==> config.mk <==
export PLATFORM = sky130hd
export DESIGN_NAME = tpps_top
export DESIGN_NICKNAME = d
export VERILOG_FILES = /design/src/design/tpps_pkg.sv /design/src/design/tpps_sync.sv /design/src/design/tpps_patgen.sv /design/src/design/tpps_top.sv
export SDC_FILE = /design/constraint.sdc
export NUM_CORES = 1
export LEC_CHECK = 0
export BUFFER_PORTS_ARGS = -buffer_cell sky130_fd_sc_hd__buf_2
export CAP_MARGIN = 20
export CORE_MARGIN = 1
export CORE_UTILIZATION = 40
export CTS_CLUSTER_SIZE = 25
export DETAILED_ROUTE_END_ITERATION = 16
export PLACE_DENSITY_LB_ADDON = 0.25
export SYNTH_ARGS = -nofsm -noshare
export SYNTH_HDL_FRONTEND = slang
export SYNTH_HIERARCHICAL = 1
export SYNTH_SLANG_ARGS = --single-unit
==> constraint.sdc <==
create_clock -name aclk -period 3.1 [get_ports aclk]
set_input_delay 0.62 -clock aclk [delete_from_list [all_inputs] [get_ports aclk]]
set_output_delay 0.62 -clock aclk [all_outputs]
set_load 0.1 [all_outputs]
==> src/design/tpps_pkg.sv <==
// constants shared by the trace port pattern and status block
package tpps_pkg;

  // ==========================================================
  // register map (byte offsets on the axi4-lite slave)
  localparam int unsigned ADDR_W = 5;
  localparam logic [4:0] OFF_MODE_SELECT = 5'h00;
  localparam logic [4:0] OFF_REPEAT_COUNT = 5'h04;
  localparam logic [4:0] OFF_FORMATTER_STATUS = 5'h08;
  localparam logic [4:0] OFF_IRQ_STATUS = 5'h0c;
  localparam logic [4:0] OFF_IRQ_MASK = 5'h10;

  // ==========================================================
  // mode select fields
  localparam int CONTINUOUS_MODE_ENABLE_BIT = 17;
  localparam int TIMED_MODE_ENABLE_BIT = 16;
  localparam int PAT_W = 4;
  localparam logic [1:0] WALKING_ONES_SEL = 2'h0;
  localparam logic [1:0] WALKING_ZEROS_SEL = 2'h1;
  localparam logic [1:0] ALTERNATING_AA_55_SEL = 2'h2;
  localparam logic [1:0] ALTERNATING_FF_ZERO_SEL = 2'h3;
  localparam logic [17:0] MODE_WRITE_MASK = 18'h3_000f;
  localparam logic [17:0] MODE_RESET = 18'h0_0000;

  // ==========================================================
  // repeat count and status fields
  localparam int PATTERN_CYCLE_COUNT_W = 8;
  localparam logic [7:0] REPEAT_COUNT_RESET = 8'h00;
  localparam int FLUSH_ACTIVE_BIT = 0;
  localparam int FORMATTER_HALTED_BIT = 1;
  localparam int CONTROL_PIN_PRESENT_BIT = 2;

  // ==========================================================
  // interrupt status bits
  localparam int IRQ_W = 3;
  localparam int IRQ_TIMED_DONE = 0;
  localparam int IRQ_HALTED = 1;
  localparam int IRQ_FLUSH_DONE = 2;
  localparam logic [2:0] IRQ_RESET = 3'h0;

  // ==========================================================
  // bus answers, port width, write channel states
  localparam logic [1:0] RESP_OKAY = 2'h0;
  localparam logic [1:0] RESP_SLVERR = 2'h2;
  localparam int unsigned TRACE_PORT_W = 32;
  localparam int unsigned SYNC_STAGES = 2;

  typedef enum logic [1:0] {
    WR_IDLE = 2'b00,
    WR_HAVE_ADDR = 2'b01,
    WR_RESP = 2'b11,
    WR_HAVE_DATA = 2'b10
  } tpps_wr_e;

endpackage : tpps_pkg

==> src/design/tpps_sync.sv <==
// two flip-flop synchroniser for levels from outside the aclk domain
`timescale 1ns/100ps
`default_nettype none
module tpps_sync #(
  parameter int unsigned W = 1
) (
  input wire logic aclk,
  input wire logic aresetn,
  input wire logic [W-1:0] async_in,
  output logic [W-1:0] sync_out
);
  import tpps_pkg::*;

  typedef struct packed {
    logic [W-1:0] meta;
    logic [W-1:0] stable;
  } tpps_sync_s;

  tpps_sync_s q;
  tpps_sync_s d;

  // first stage feeds only the second stage
  always_comb begin
    d.meta = async_in;
    d.stable = q.meta;
  end

  // ==========================================================
  // stage registers
  always_ff @(posedge aclk) begin
    if (!aresetn) begin
      q <= '0;
    end else begin
      q <= d;
    end
  end

  assign sync_out = q.stable;
endmodule : tpps_sync
`default_nettype wire

==> src/design/tpps_patgen.sv <==
// word generator for the four trace port test patterns
`timescale 1ns/100ps
`default_nettype none
module tpps_patgen #(
  parameter int unsigned PORT_W = tpps_pkg::TRACE_PORT_W,
  parameter int unsigned STEP_W = 5
) (
  input wire logic [1:0] sel,
  input wire logic [STEP_W-1:0] step,
  input wire logic phase,
  output logic [PORT_W-1:0] word
);
  import tpps_pkg::*;

  // pattern word from selected pattern, bit position and phase
  always_comb begin
    case (sel)
      WALKING_ONES_SEL: word = PORT_W'(1) << step;
      WALKING_ZEROS_SEL: word = ~(PORT_W'(1) << step);
      ALTERNATING_AA_55_SEL: begin
        word = phase ? {(PORT_W/2){2'b01}} : {(PORT_W/2){2'b10}};
      end
      ALTERNATING_FF_ZERO_SEL: word = {PORT_W{~phase}};
      default: word = '0;
    endcase
  end
endmodule : tpps_patgen
`default_nettype wire

==> src/design/tpps_top.sv <==
// trace port test pattern generator with formatter and flush status
// Operation
// - bit 17 continuous, bit 16 timed, at most one set; none means off
// - any mix of the four pattern enables runs, each one in turn
// - bit3 ff/00, bit2 aa/55, bit1 walking zeros, bit0 walking ones
// - timed mode turns itself off after its cycles, no write needed
// - mode select register resets to zero: off, no pattern
// - eight-bit repeat value loads a down counter run by the patterns
// - repeat register write sets start value; read gives programmed value
// - each pattern runs repeat-count trace clock cycles (one when the count is zero) then advances
// - repeat count register resets to zero
// - status bit 2 reads one when the control pin exists
// - status bit 1 reads one once the formatter has fully stopped
// - once stopped, trace input ready stays high and data is dropped
`timescale 1ns/100ps
`default_nettype none
module tpps_top #(
  parameter int unsigned PORT_W = tpps_pkg::TRACE_PORT_W,
  parameter bit CTL_PRESENT = 1'b1
) (
  input wire logic aclk,
  input wire logic aresetn,
  input wire logic [tpps_pkg::ADDR_W-1:0] s_axi_awaddr,
  input wire logic s_axi_awvalid,
  output logic s_axi_awready,
  input wire logic [31:0] s_axi_wdata,
  input wire logic [3:0] s_axi_wstrb,
  input wire logic s_axi_wvalid,
  output logic s_axi_wready,
  output logic [1:0] s_axi_bresp,
  output logic s_axi_bvalid,
  input wire logic s_axi_bready,
  input wire logic [tpps_pkg::ADDR_W-1:0] s_axi_araddr,
  input wire logic s_axi_arvalid,
  output logic s_axi_arready,
  output logic [31:0] s_axi_rdata,
  output logic [1:0] s_axi_rresp,
  output logic s_axi_rvalid,
  input wire logic s_axi_rready,
  input wire logic traceclkin,
  output logic [PORT_W-1:0] trace_data,
  output logic trace_control_pin,
  input wire logic trace_in_valid,
  output logic trace_in_ready,
  output logic fmt_in_valid,
  input wire logic fmt_in_ready,
  input wire logic fmt_stopped,
  input wire logic flush_request,
  output logic flush_valid,
  input wire logic flush_ready,
  output logic irq
);
  import tpps_pkg::*;

  localparam int unsigned STEP_W = $clog2(PORT_W);

  typedef struct packed {
    tpps_wr_e wr;
    logic [ADDR_W-1:0] waddr;
    logic [31:0] wdata;
    logic [3:0] wstrb;
    logic [1:0] bresp;
    logic rvalid;
    logic [31:0] rdata;
    logic [1:0] rresp;
    logic [17:0] mode;
    logic [7:0] rcr;
    logic [IRQ_W-1:0] irq_st;
    logic [IRQ_W-1:0] irq_mask;
    logic [1:0] cur;
    logic [7:0] cnt;
    logic [STEP_W-1:0] step;
    logic phase;
    logic [PORT_W-1:0] tdata;
    logic tctl;
    logic tclk_prev;
    logic halted;
    logic flush;
  } tpps_state_s;

  tpps_state_s q;
  tpps_state_s d;

  logic tclk_s;
  logic tick;
  logic active;
  logic timed;
  logic [3:0] pats;
  logic [2:0] nxt;
  logic run_end;
  logic aw_fire;
  logic w_fire;
  logic ar_fire;
  logic wr_go;
  logic [ADDR_W-1:0] wr_addr;
  logic [31:0] wr_data;
  logic [3:0] wr_strb;
  logic [PORT_W-1:0] pat_word;

  // ==========================================================
  // helper functions

  // next enabled pattern after cur in fixed order; msb flags a wrap
  function automatic logic [2:0] next_pat(input logic [3:0] en,
                                          input logic [1:0] cur);
    logic [2:0] res;
    logic [1:0] idx;
    res = {1'b1, cur};
    for (int i = 3; i >= 1; i--) begin
      idx = cur + 2'(i);
      if (en[idx]) res = {(idx <= cur), idx};
    end
    return res;
  endfunction : next_pat

  // byte-lane merge of write data into an old register value
  function automatic logic [31:0] merge(input logic [31:0] old,
                                        input logic [31:0] data,
                                        input logic [3:0] strb);
    logic [31:0] res;
    res = old;
    for (int b = 0; b < 4; b++) begin
      if (strb[b]) res[8*b +: 8] = data[8*b +: 8];
    end
    return res;
  endfunction : merge

  // ==========================================================
  // trace clock sampling and pattern word
  tpps_sync #(.W(1)) u_tclk_sync (
    .aclk(aclk),
    .aresetn(aresetn),
    .async_in(traceclkin),
    .sync_out(tclk_s)
  );

  tpps_patgen #(.PORT_W(PORT_W), .STEP_W(STEP_W)) u_patgen (
    .sel(q.cur),
    .step(q.step),
    .phase(q.phase),
    .word(pat_word)
  );

  // rising trace clock edge and generator conditions
  assign tick = tclk_s & ~q.tclk_prev;
  assign timed = q.mode[TIMED_MODE_ENABLE_BIT];
  assign active = q.mode[CONTINUOUS_MODE_ENABLE_BIT] | timed;
  assign pats = q.mode[PAT_W-1:0];
  assign nxt = next_pat(pats, q.cur);
  assign run_end = timed && (nxt[2] || pats == 4'h0);

  // ==========================================================
  // bus handshakes
  assign s_axi_awready = (q.wr == WR_IDLE) || (q.wr == WR_HAVE_DATA);
  assign s_axi_wready = (q.wr == WR_IDLE) || (q.wr == WR_HAVE_ADDR);
  assign s_axi_bvalid = (q.wr == WR_RESP);
  assign s_axi_arready = ~q.rvalid;
  assign aw_fire = s_axi_awvalid & s_axi_awready;
  assign w_fire = s_axi_wvalid & s_axi_wready;
  assign ar_fire = s_axi_arvalid & s_axi_arready;
  assign wr_addr = aw_fire ? s_axi_awaddr : q.waddr;
  assign wr_data = w_fire ? s_axi_wdata : q.wdata;
  assign wr_strb = w_fire ? s_axi_wstrb : q.wstrb;
  assign wr_go = (q.wr == WR_IDLE && aw_fire && w_fire)
    || (q.wr == WR_HAVE_ADDR && w_fire)
    || (q.wr == WR_HAVE_DATA && aw_fire);

  // ==========================================================
  // next state of the whole block
  always_comb begin
    logic [31:0] wv;
    logic [IRQ_W-1:0] ev;
    logic [IRQ_W-1:0] w1c;
    wv = 32'h0000_0000;
    ev = '0;
    w1c = '0;
    d = q;
    d.tclk_prev = tclk_s;

    // formatter and flush state tracking
    d.halted = fmt_stopped;
    d.flush = flush_request;
    ev[IRQ_HALTED] = fmt_stopped & ~q.halted;
    ev[IRQ_FLUSH_DONE] = q.flush & flush_ready;

    // pattern generator, one step per rising trace clock edge
    if (tick) begin
      d.tdata = (active && pats != 4'h0) ? pat_word : '0;
      d.tctl = CTL_PRESENT & active;
      if (active) begin
        d.phase = ~q.phase;
        d.step = q.step + STEP_W'(1);
        if (q.cnt <= 8'd1) begin
          if (run_end) begin
            d.mode[TIMED_MODE_ENABLE_BIT] = 1'b0;
            ev[IRQ_TIMED_DONE] = 1'b1;
          end else begin
            d.cur = nxt[1:0];
            d.cnt = q.rcr;
            d.step = '0;
          end
        end else begin
          d.cnt = q.cnt - 8'd1;
        end
      end
    end

    // write channel sequencing
    case (q.wr)
      WR_IDLE: begin
        if (aw_fire && w_fire) d.wr = WR_RESP;
        else if (aw_fire) d.wr = WR_HAVE_ADDR;
        else if (w_fire) d.wr = WR_HAVE_DATA;
      end
      WR_HAVE_ADDR: if (w_fire) d.wr = WR_RESP;
      WR_HAVE_DATA: if (aw_fire) d.wr = WR_RESP;
      WR_RESP: if (s_axi_bready) d.wr = WR_IDLE;
      default: d.wr = WR_IDLE;
    endcase
    if (aw_fire) d.waddr = s_axi_awaddr;
    if (w_fire) begin
      d.wdata = s_axi_wdata;
      d.wstrb = s_axi_wstrb;
    end

    // register writes
    if (wr_go) begin
      d.bresp = RESP_OKAY;
      case (wr_addr)
        OFF_MODE_SELECT: begin
          wv = merge({14'h0000, q.mode}, wr_data, wr_strb);
          d.mode = wv[17:0] & MODE_WRITE_MASK;
          if (wv[CONTINUOUS_MODE_ENABLE_BIT]) begin
            d.mode[TIMED_MODE_ENABLE_BIT] = 1'b0;
          end
          d.cur = 2'(next_pat(wv[PAT_W-1:0], 2'h3));
          d.cnt = q.rcr;
          d.step = '0;
          d.phase = 1'b0;
        end
        OFF_REPEAT_COUNT: begin
          wv = merge({24'h00_0000, q.rcr}, wr_data, wr_strb);
          d.rcr = wv[7:0];
        end
        OFF_IRQ_STATUS: begin
          wv = merge(32'h0000_0000, wr_data, wr_strb);
          w1c = wv[IRQ_W-1:0];
        end
        OFF_IRQ_MASK: begin
          wv = merge({29'h0000_0000, q.irq_mask}, wr_data, wr_strb);
          d.irq_mask = wv[IRQ_W-1:0];
        end
        OFF_FORMATTER_STATUS: d.bresp = RESP_OKAY;
        default: d.bresp = RESP_SLVERR;
      endcase
    end

    // sticky interrupt bits: a new event beats a same-cycle clear
    d.irq_st = (q.irq_st & ~w1c) | ev;

    // register reads
    if (q.rvalid && s_axi_rready) d.rvalid = 1'b0;
    if (ar_fire) begin
      d.rvalid = 1'b1;
      d.rresp = RESP_OKAY;
      d.rdata = 32'h0000_0000;
      case (s_axi_araddr)
        OFF_MODE_SELECT: d.rdata = {14'h0000, q.mode};
        OFF_REPEAT_COUNT: d.rdata = {24'h00_0000, q.rcr};
        OFF_FORMATTER_STATUS: begin
          d.rdata[CONTROL_PIN_PRESENT_BIT] = CTL_PRESENT;
          d.rdata[FORMATTER_HALTED_BIT] = q.halted;
          d.rdata[FLUSH_ACTIVE_BIT] = q.flush;
        end
        OFF_IRQ_STATUS: d.rdata = {29'h0000_0000, q.irq_st};
        OFF_IRQ_MASK: d.rdata = {29'h0000_0000, q.irq_mask};
        default: d.rresp = RESP_SLVERR;
      endcase
    end
  end

  // ==========================================================
  // state register
  always_ff @(posedge aclk) begin
    if (!aresetn) begin
      q <= '0;
      q.wr <= WR_IDLE;
      q.mode <= MODE_RESET;
      q.rcr <= REPEAT_COUNT_RESET;
      q.irq_st <= IRQ_RESET;
      q.irq_mask <= IRQ_RESET;
    end else begin
      q <= d;
    end
  end

  // ==========================================================
  // outputs
  assign s_axi_bresp = q.bresp;
  assign s_axi_rvalid = q.rvalid;
  assign s_axi_rdata = q.rdata;
  assign s_axi_rresp = q.rresp;
  assign trace_data = q.tdata;
  assign trace_control_pin = q.tctl;
  assign flush_valid = q.flush;
  // a stopped formatter takes and drops every beat
  assign trace_in_ready = q.halted ? 1'b1 : fmt_in_ready;
  assign fmt_in_valid = trace_in_valid & ~q.halted;
  assign irq = |(q.irq_st & q.irq_mask);
endmodule : tpps_top
`default_nettype wire

==> results.txt <==
Post-CTS Setup Bufs: 0
Worst path slowest cell: mux2_2
PostCTS Resize Cnt: 0
minimum clock period: 2.582 ns
Iter 0 DRT Violations: 339
critical path required time: 3.35 ns
most frequent cells in the layout: 106 x dfxtp_1, 88 x buf_2, 63 x nor2b_1
number of synthesized flops with an enable pin: 0
DPL Wire Length: 9.720 mm
Final setup viols: 0
Yosys warning total: 6
most common cell after layout, fill and taps aside: dfxtp_1
Seq/Total Area, Yosys: 33.68%
non-filler cells, final: 950
Post-synth top flop: dfxtp_1
Wirelength per Cell: 14.37 um
vias per cell: 5.176
final clock period utilization by the worst path: 83.28%
clock tree buffer depth: 2
setup_tns: 0 ns
# diodes: 0
status: finished clean
Peak VDD IR: 0.3752 mV
CP arrival: 2.84 ns
gpl congestion: 0.7963
number of global-route vias before repair: 4695
Yosys reg bits: 106
Num CTS Buffers: 9
I/O pin cnt: 137
Worst-path clk slew: 0.07 ns
global route total overflow: 0
via count: 4917
die area: 16260 um2
synth top area cells: dfxtp_1 34%, buf_4 8.3%, mux2i_1 7.6%
Clock power frac: 27.0%
global-route wire length before repair: 22.77 mm
row count: 45
port buffer count: 88
Synth-to-Final Area Change: 6.295%
clock root cell: clkbuf_16
Fillers: 1536
Pins Over Slew Limit: 0
area of the multi-input gates: 3470 um2
drc violations: 0
Clk Latency, worst-skew pair: 0.35 ns
storage element area: 2122 um2
clk_skew: 0.004746 ns
Static Leak: 2.701 nW
RSZ-0062 raised after global routing: false
Seq pwr share: 36.0%
ys async rst share: 0%
Horiz. Die Dim: 127.5 um
min-delay worst type: flop to flop
Core ar.: 15310 um2
crit-path cells: inv_1 -> ha_1 -> o21ai_4 -> mux2_2 -> nand4_4 -> nand2_1 -> o32ai_1
Setup crit end kind: flop
Crit path max-delay family: compound AO/OA/AOI/OAI gates
synth unique cells: 74
slew of the pin with the lowest slew margin: 0.7633 ns
Synth top area share: 33.68%
Max Fclk: 387.4 MHz
Routed WL: 13.65 mm
pin count of the biggest net entering global routing: 97
initial antenna violation count: 0
Slew HR: 49.11%
Mapped Area: 6301 um2
Max Fanout on Critical Path: 14
Initial Utilization: 41.14%
Final Hold Fails: 0
share of cells above drive strength 1: 19.62%
Largest stage delay, worst path: 0.44 ns
H-tree depth: 3
NumNets Final: 804
Buffers & Inverters on Critical Path: 1
post-synth top area cell: dfxtp_1
startpoint types: flop
Comb power frac: 37.0%
Synth Area per Inst: 8.788 um2
Max-Cap Viols: 0
Int Power: 2.562 mW
drt pass-1 iters: 4
NetSw: 1.632 mW
Syn Inst Count: 717
CTS tree: done
ANT nets after route: 0
Post-CTS Hold Fix Bufs: 0
total track usage: 17.47%
critical setup path kind: flop to flop
CTS sink cnt: 106
PwrDens: 626.3 nW/um2
post-placement cell count: 935
switching share of power: 38.92%
Vert. Die Dim: 127.5 um
## sequential cells by signal, summed over array words and instances (netlist names)
signal,flops
q,53
trace_data,32
s_axi_rdata,10
pats,4
flush_valid,1
s_axi_bresp,1
s_axi_rresp,1
s_axi_rvalid,1
trace_control_pin,1
u_tclk_sync/d,1
u_tclk_sync/sync_out,1
## routing by layer
metal  GRT usage, %  vias up  share of wire (%)
met5              0        -                  0
met4          7.353        0                1.6
met3          3.559       12                3.7
met2          28.87      110                 47
met1          22.12     2334                 48
li1               -     2461                  -
## power by group through the flow
stage | logic, mW | clock network, mW | registers (mW)
floorplan | 1.37 | 0 | 1.53
detailed placement | 1.55 | 0 | 1.54
finish | 1.55 | 1.13 | 1.51
global route | 1.67 | 1.23 | 1.52
CTS | 1.56 | 1.17 | 1.51
global placement | 1.52 | 0 | 1.53
## cell type report
| class | count | share of cell area [%] |
|---|---|---|
| timing repair buffer | 96 | 7.472 |
| multi-input combinational | 507 | 51.80 |
| clock inverter | 5 | 0.8407 |
| sequential | 106 | 31.68 |
| tap | 211 | 3.942 |
| clock buffer | 10 | 3.419 |
| inverter | 15 | 0.8407 |
## synthesized netlist by cell type (10+ instances only)
library cell	instances
nand3_1	22
o22ai_1	10
nor2b_1	63
inv_1	14
buf_2	11
buf_4	70
nor2_1	32
nor3b_1	12
clkbuf_1	25
nor3_1	15
dfxtp_1	106
a22oi_1	38
mux2i_1	48
a21oi_1	17
ha_1	10
and2_1	10
nand2_1	52
o21ai_0	12
xnor2_1	18
## worst paths after layout
check | slack (ns) | from | cells past startpoint | end
min | 0.44 | u_tclk_sync/d[0]$_SDFF_PN0_ | 1 | u_tclk_sync/sync_out$_SDFF_PN0_
min reg2reg | 0.44 | u_tclk_sync/d[0]$_SDFF_PN0_ | 1 | u_tclk_sync/sync_out$_SDFF_PN0_
max reg2reg | 0.52 | q[162]$_SDFFE_PN0P_ | 7 | q[42]$_SDFF_PN0_
max | 0.52 | q[162]$_SDFFE_PN0P_ | 7 | q[42]$_SDFF_PN0_
## stage by stage
step                instance area (um2)  setup WS (ns)  power, mW  hold WS, ns  util [%]
finish                             6698         0.5185      4.194       0.4404     43.73
global placement                   6412         0.6296      3.053       0.4285     41.87
detailed placement                 6412         0.5109      3.093       0.4299     41.87
floorplan                          6387         0.5259      2.904       0.4118         -
CTS                                6698         0.5075      4.238       0.4467     43.73
global route                       6698         0.3052      4.419       0.4641     43.73
## kinds of logic (layout without fill, tap and decap cells)
group / Yosys count / count (layout) / synth area share (%)
AND/OR/NAND/NOR: 252 / 252 / 22.52
AO/OA/AOI/OAI: 143 / 143 / 16.58
buffers and inverters: 127 / 126 / 12.67
flip-flops: 106 / 106 / 33.68
multiplexers: 60 / 60 / 10.01
XOR/XNOR: 18 / 18 / 2.502
adder cells (fa/ha/maj): 10 / 10 / 1.986
other: 1 / 24 / 0.05951
Note: power is estimated with default switching activity, not from simulation.
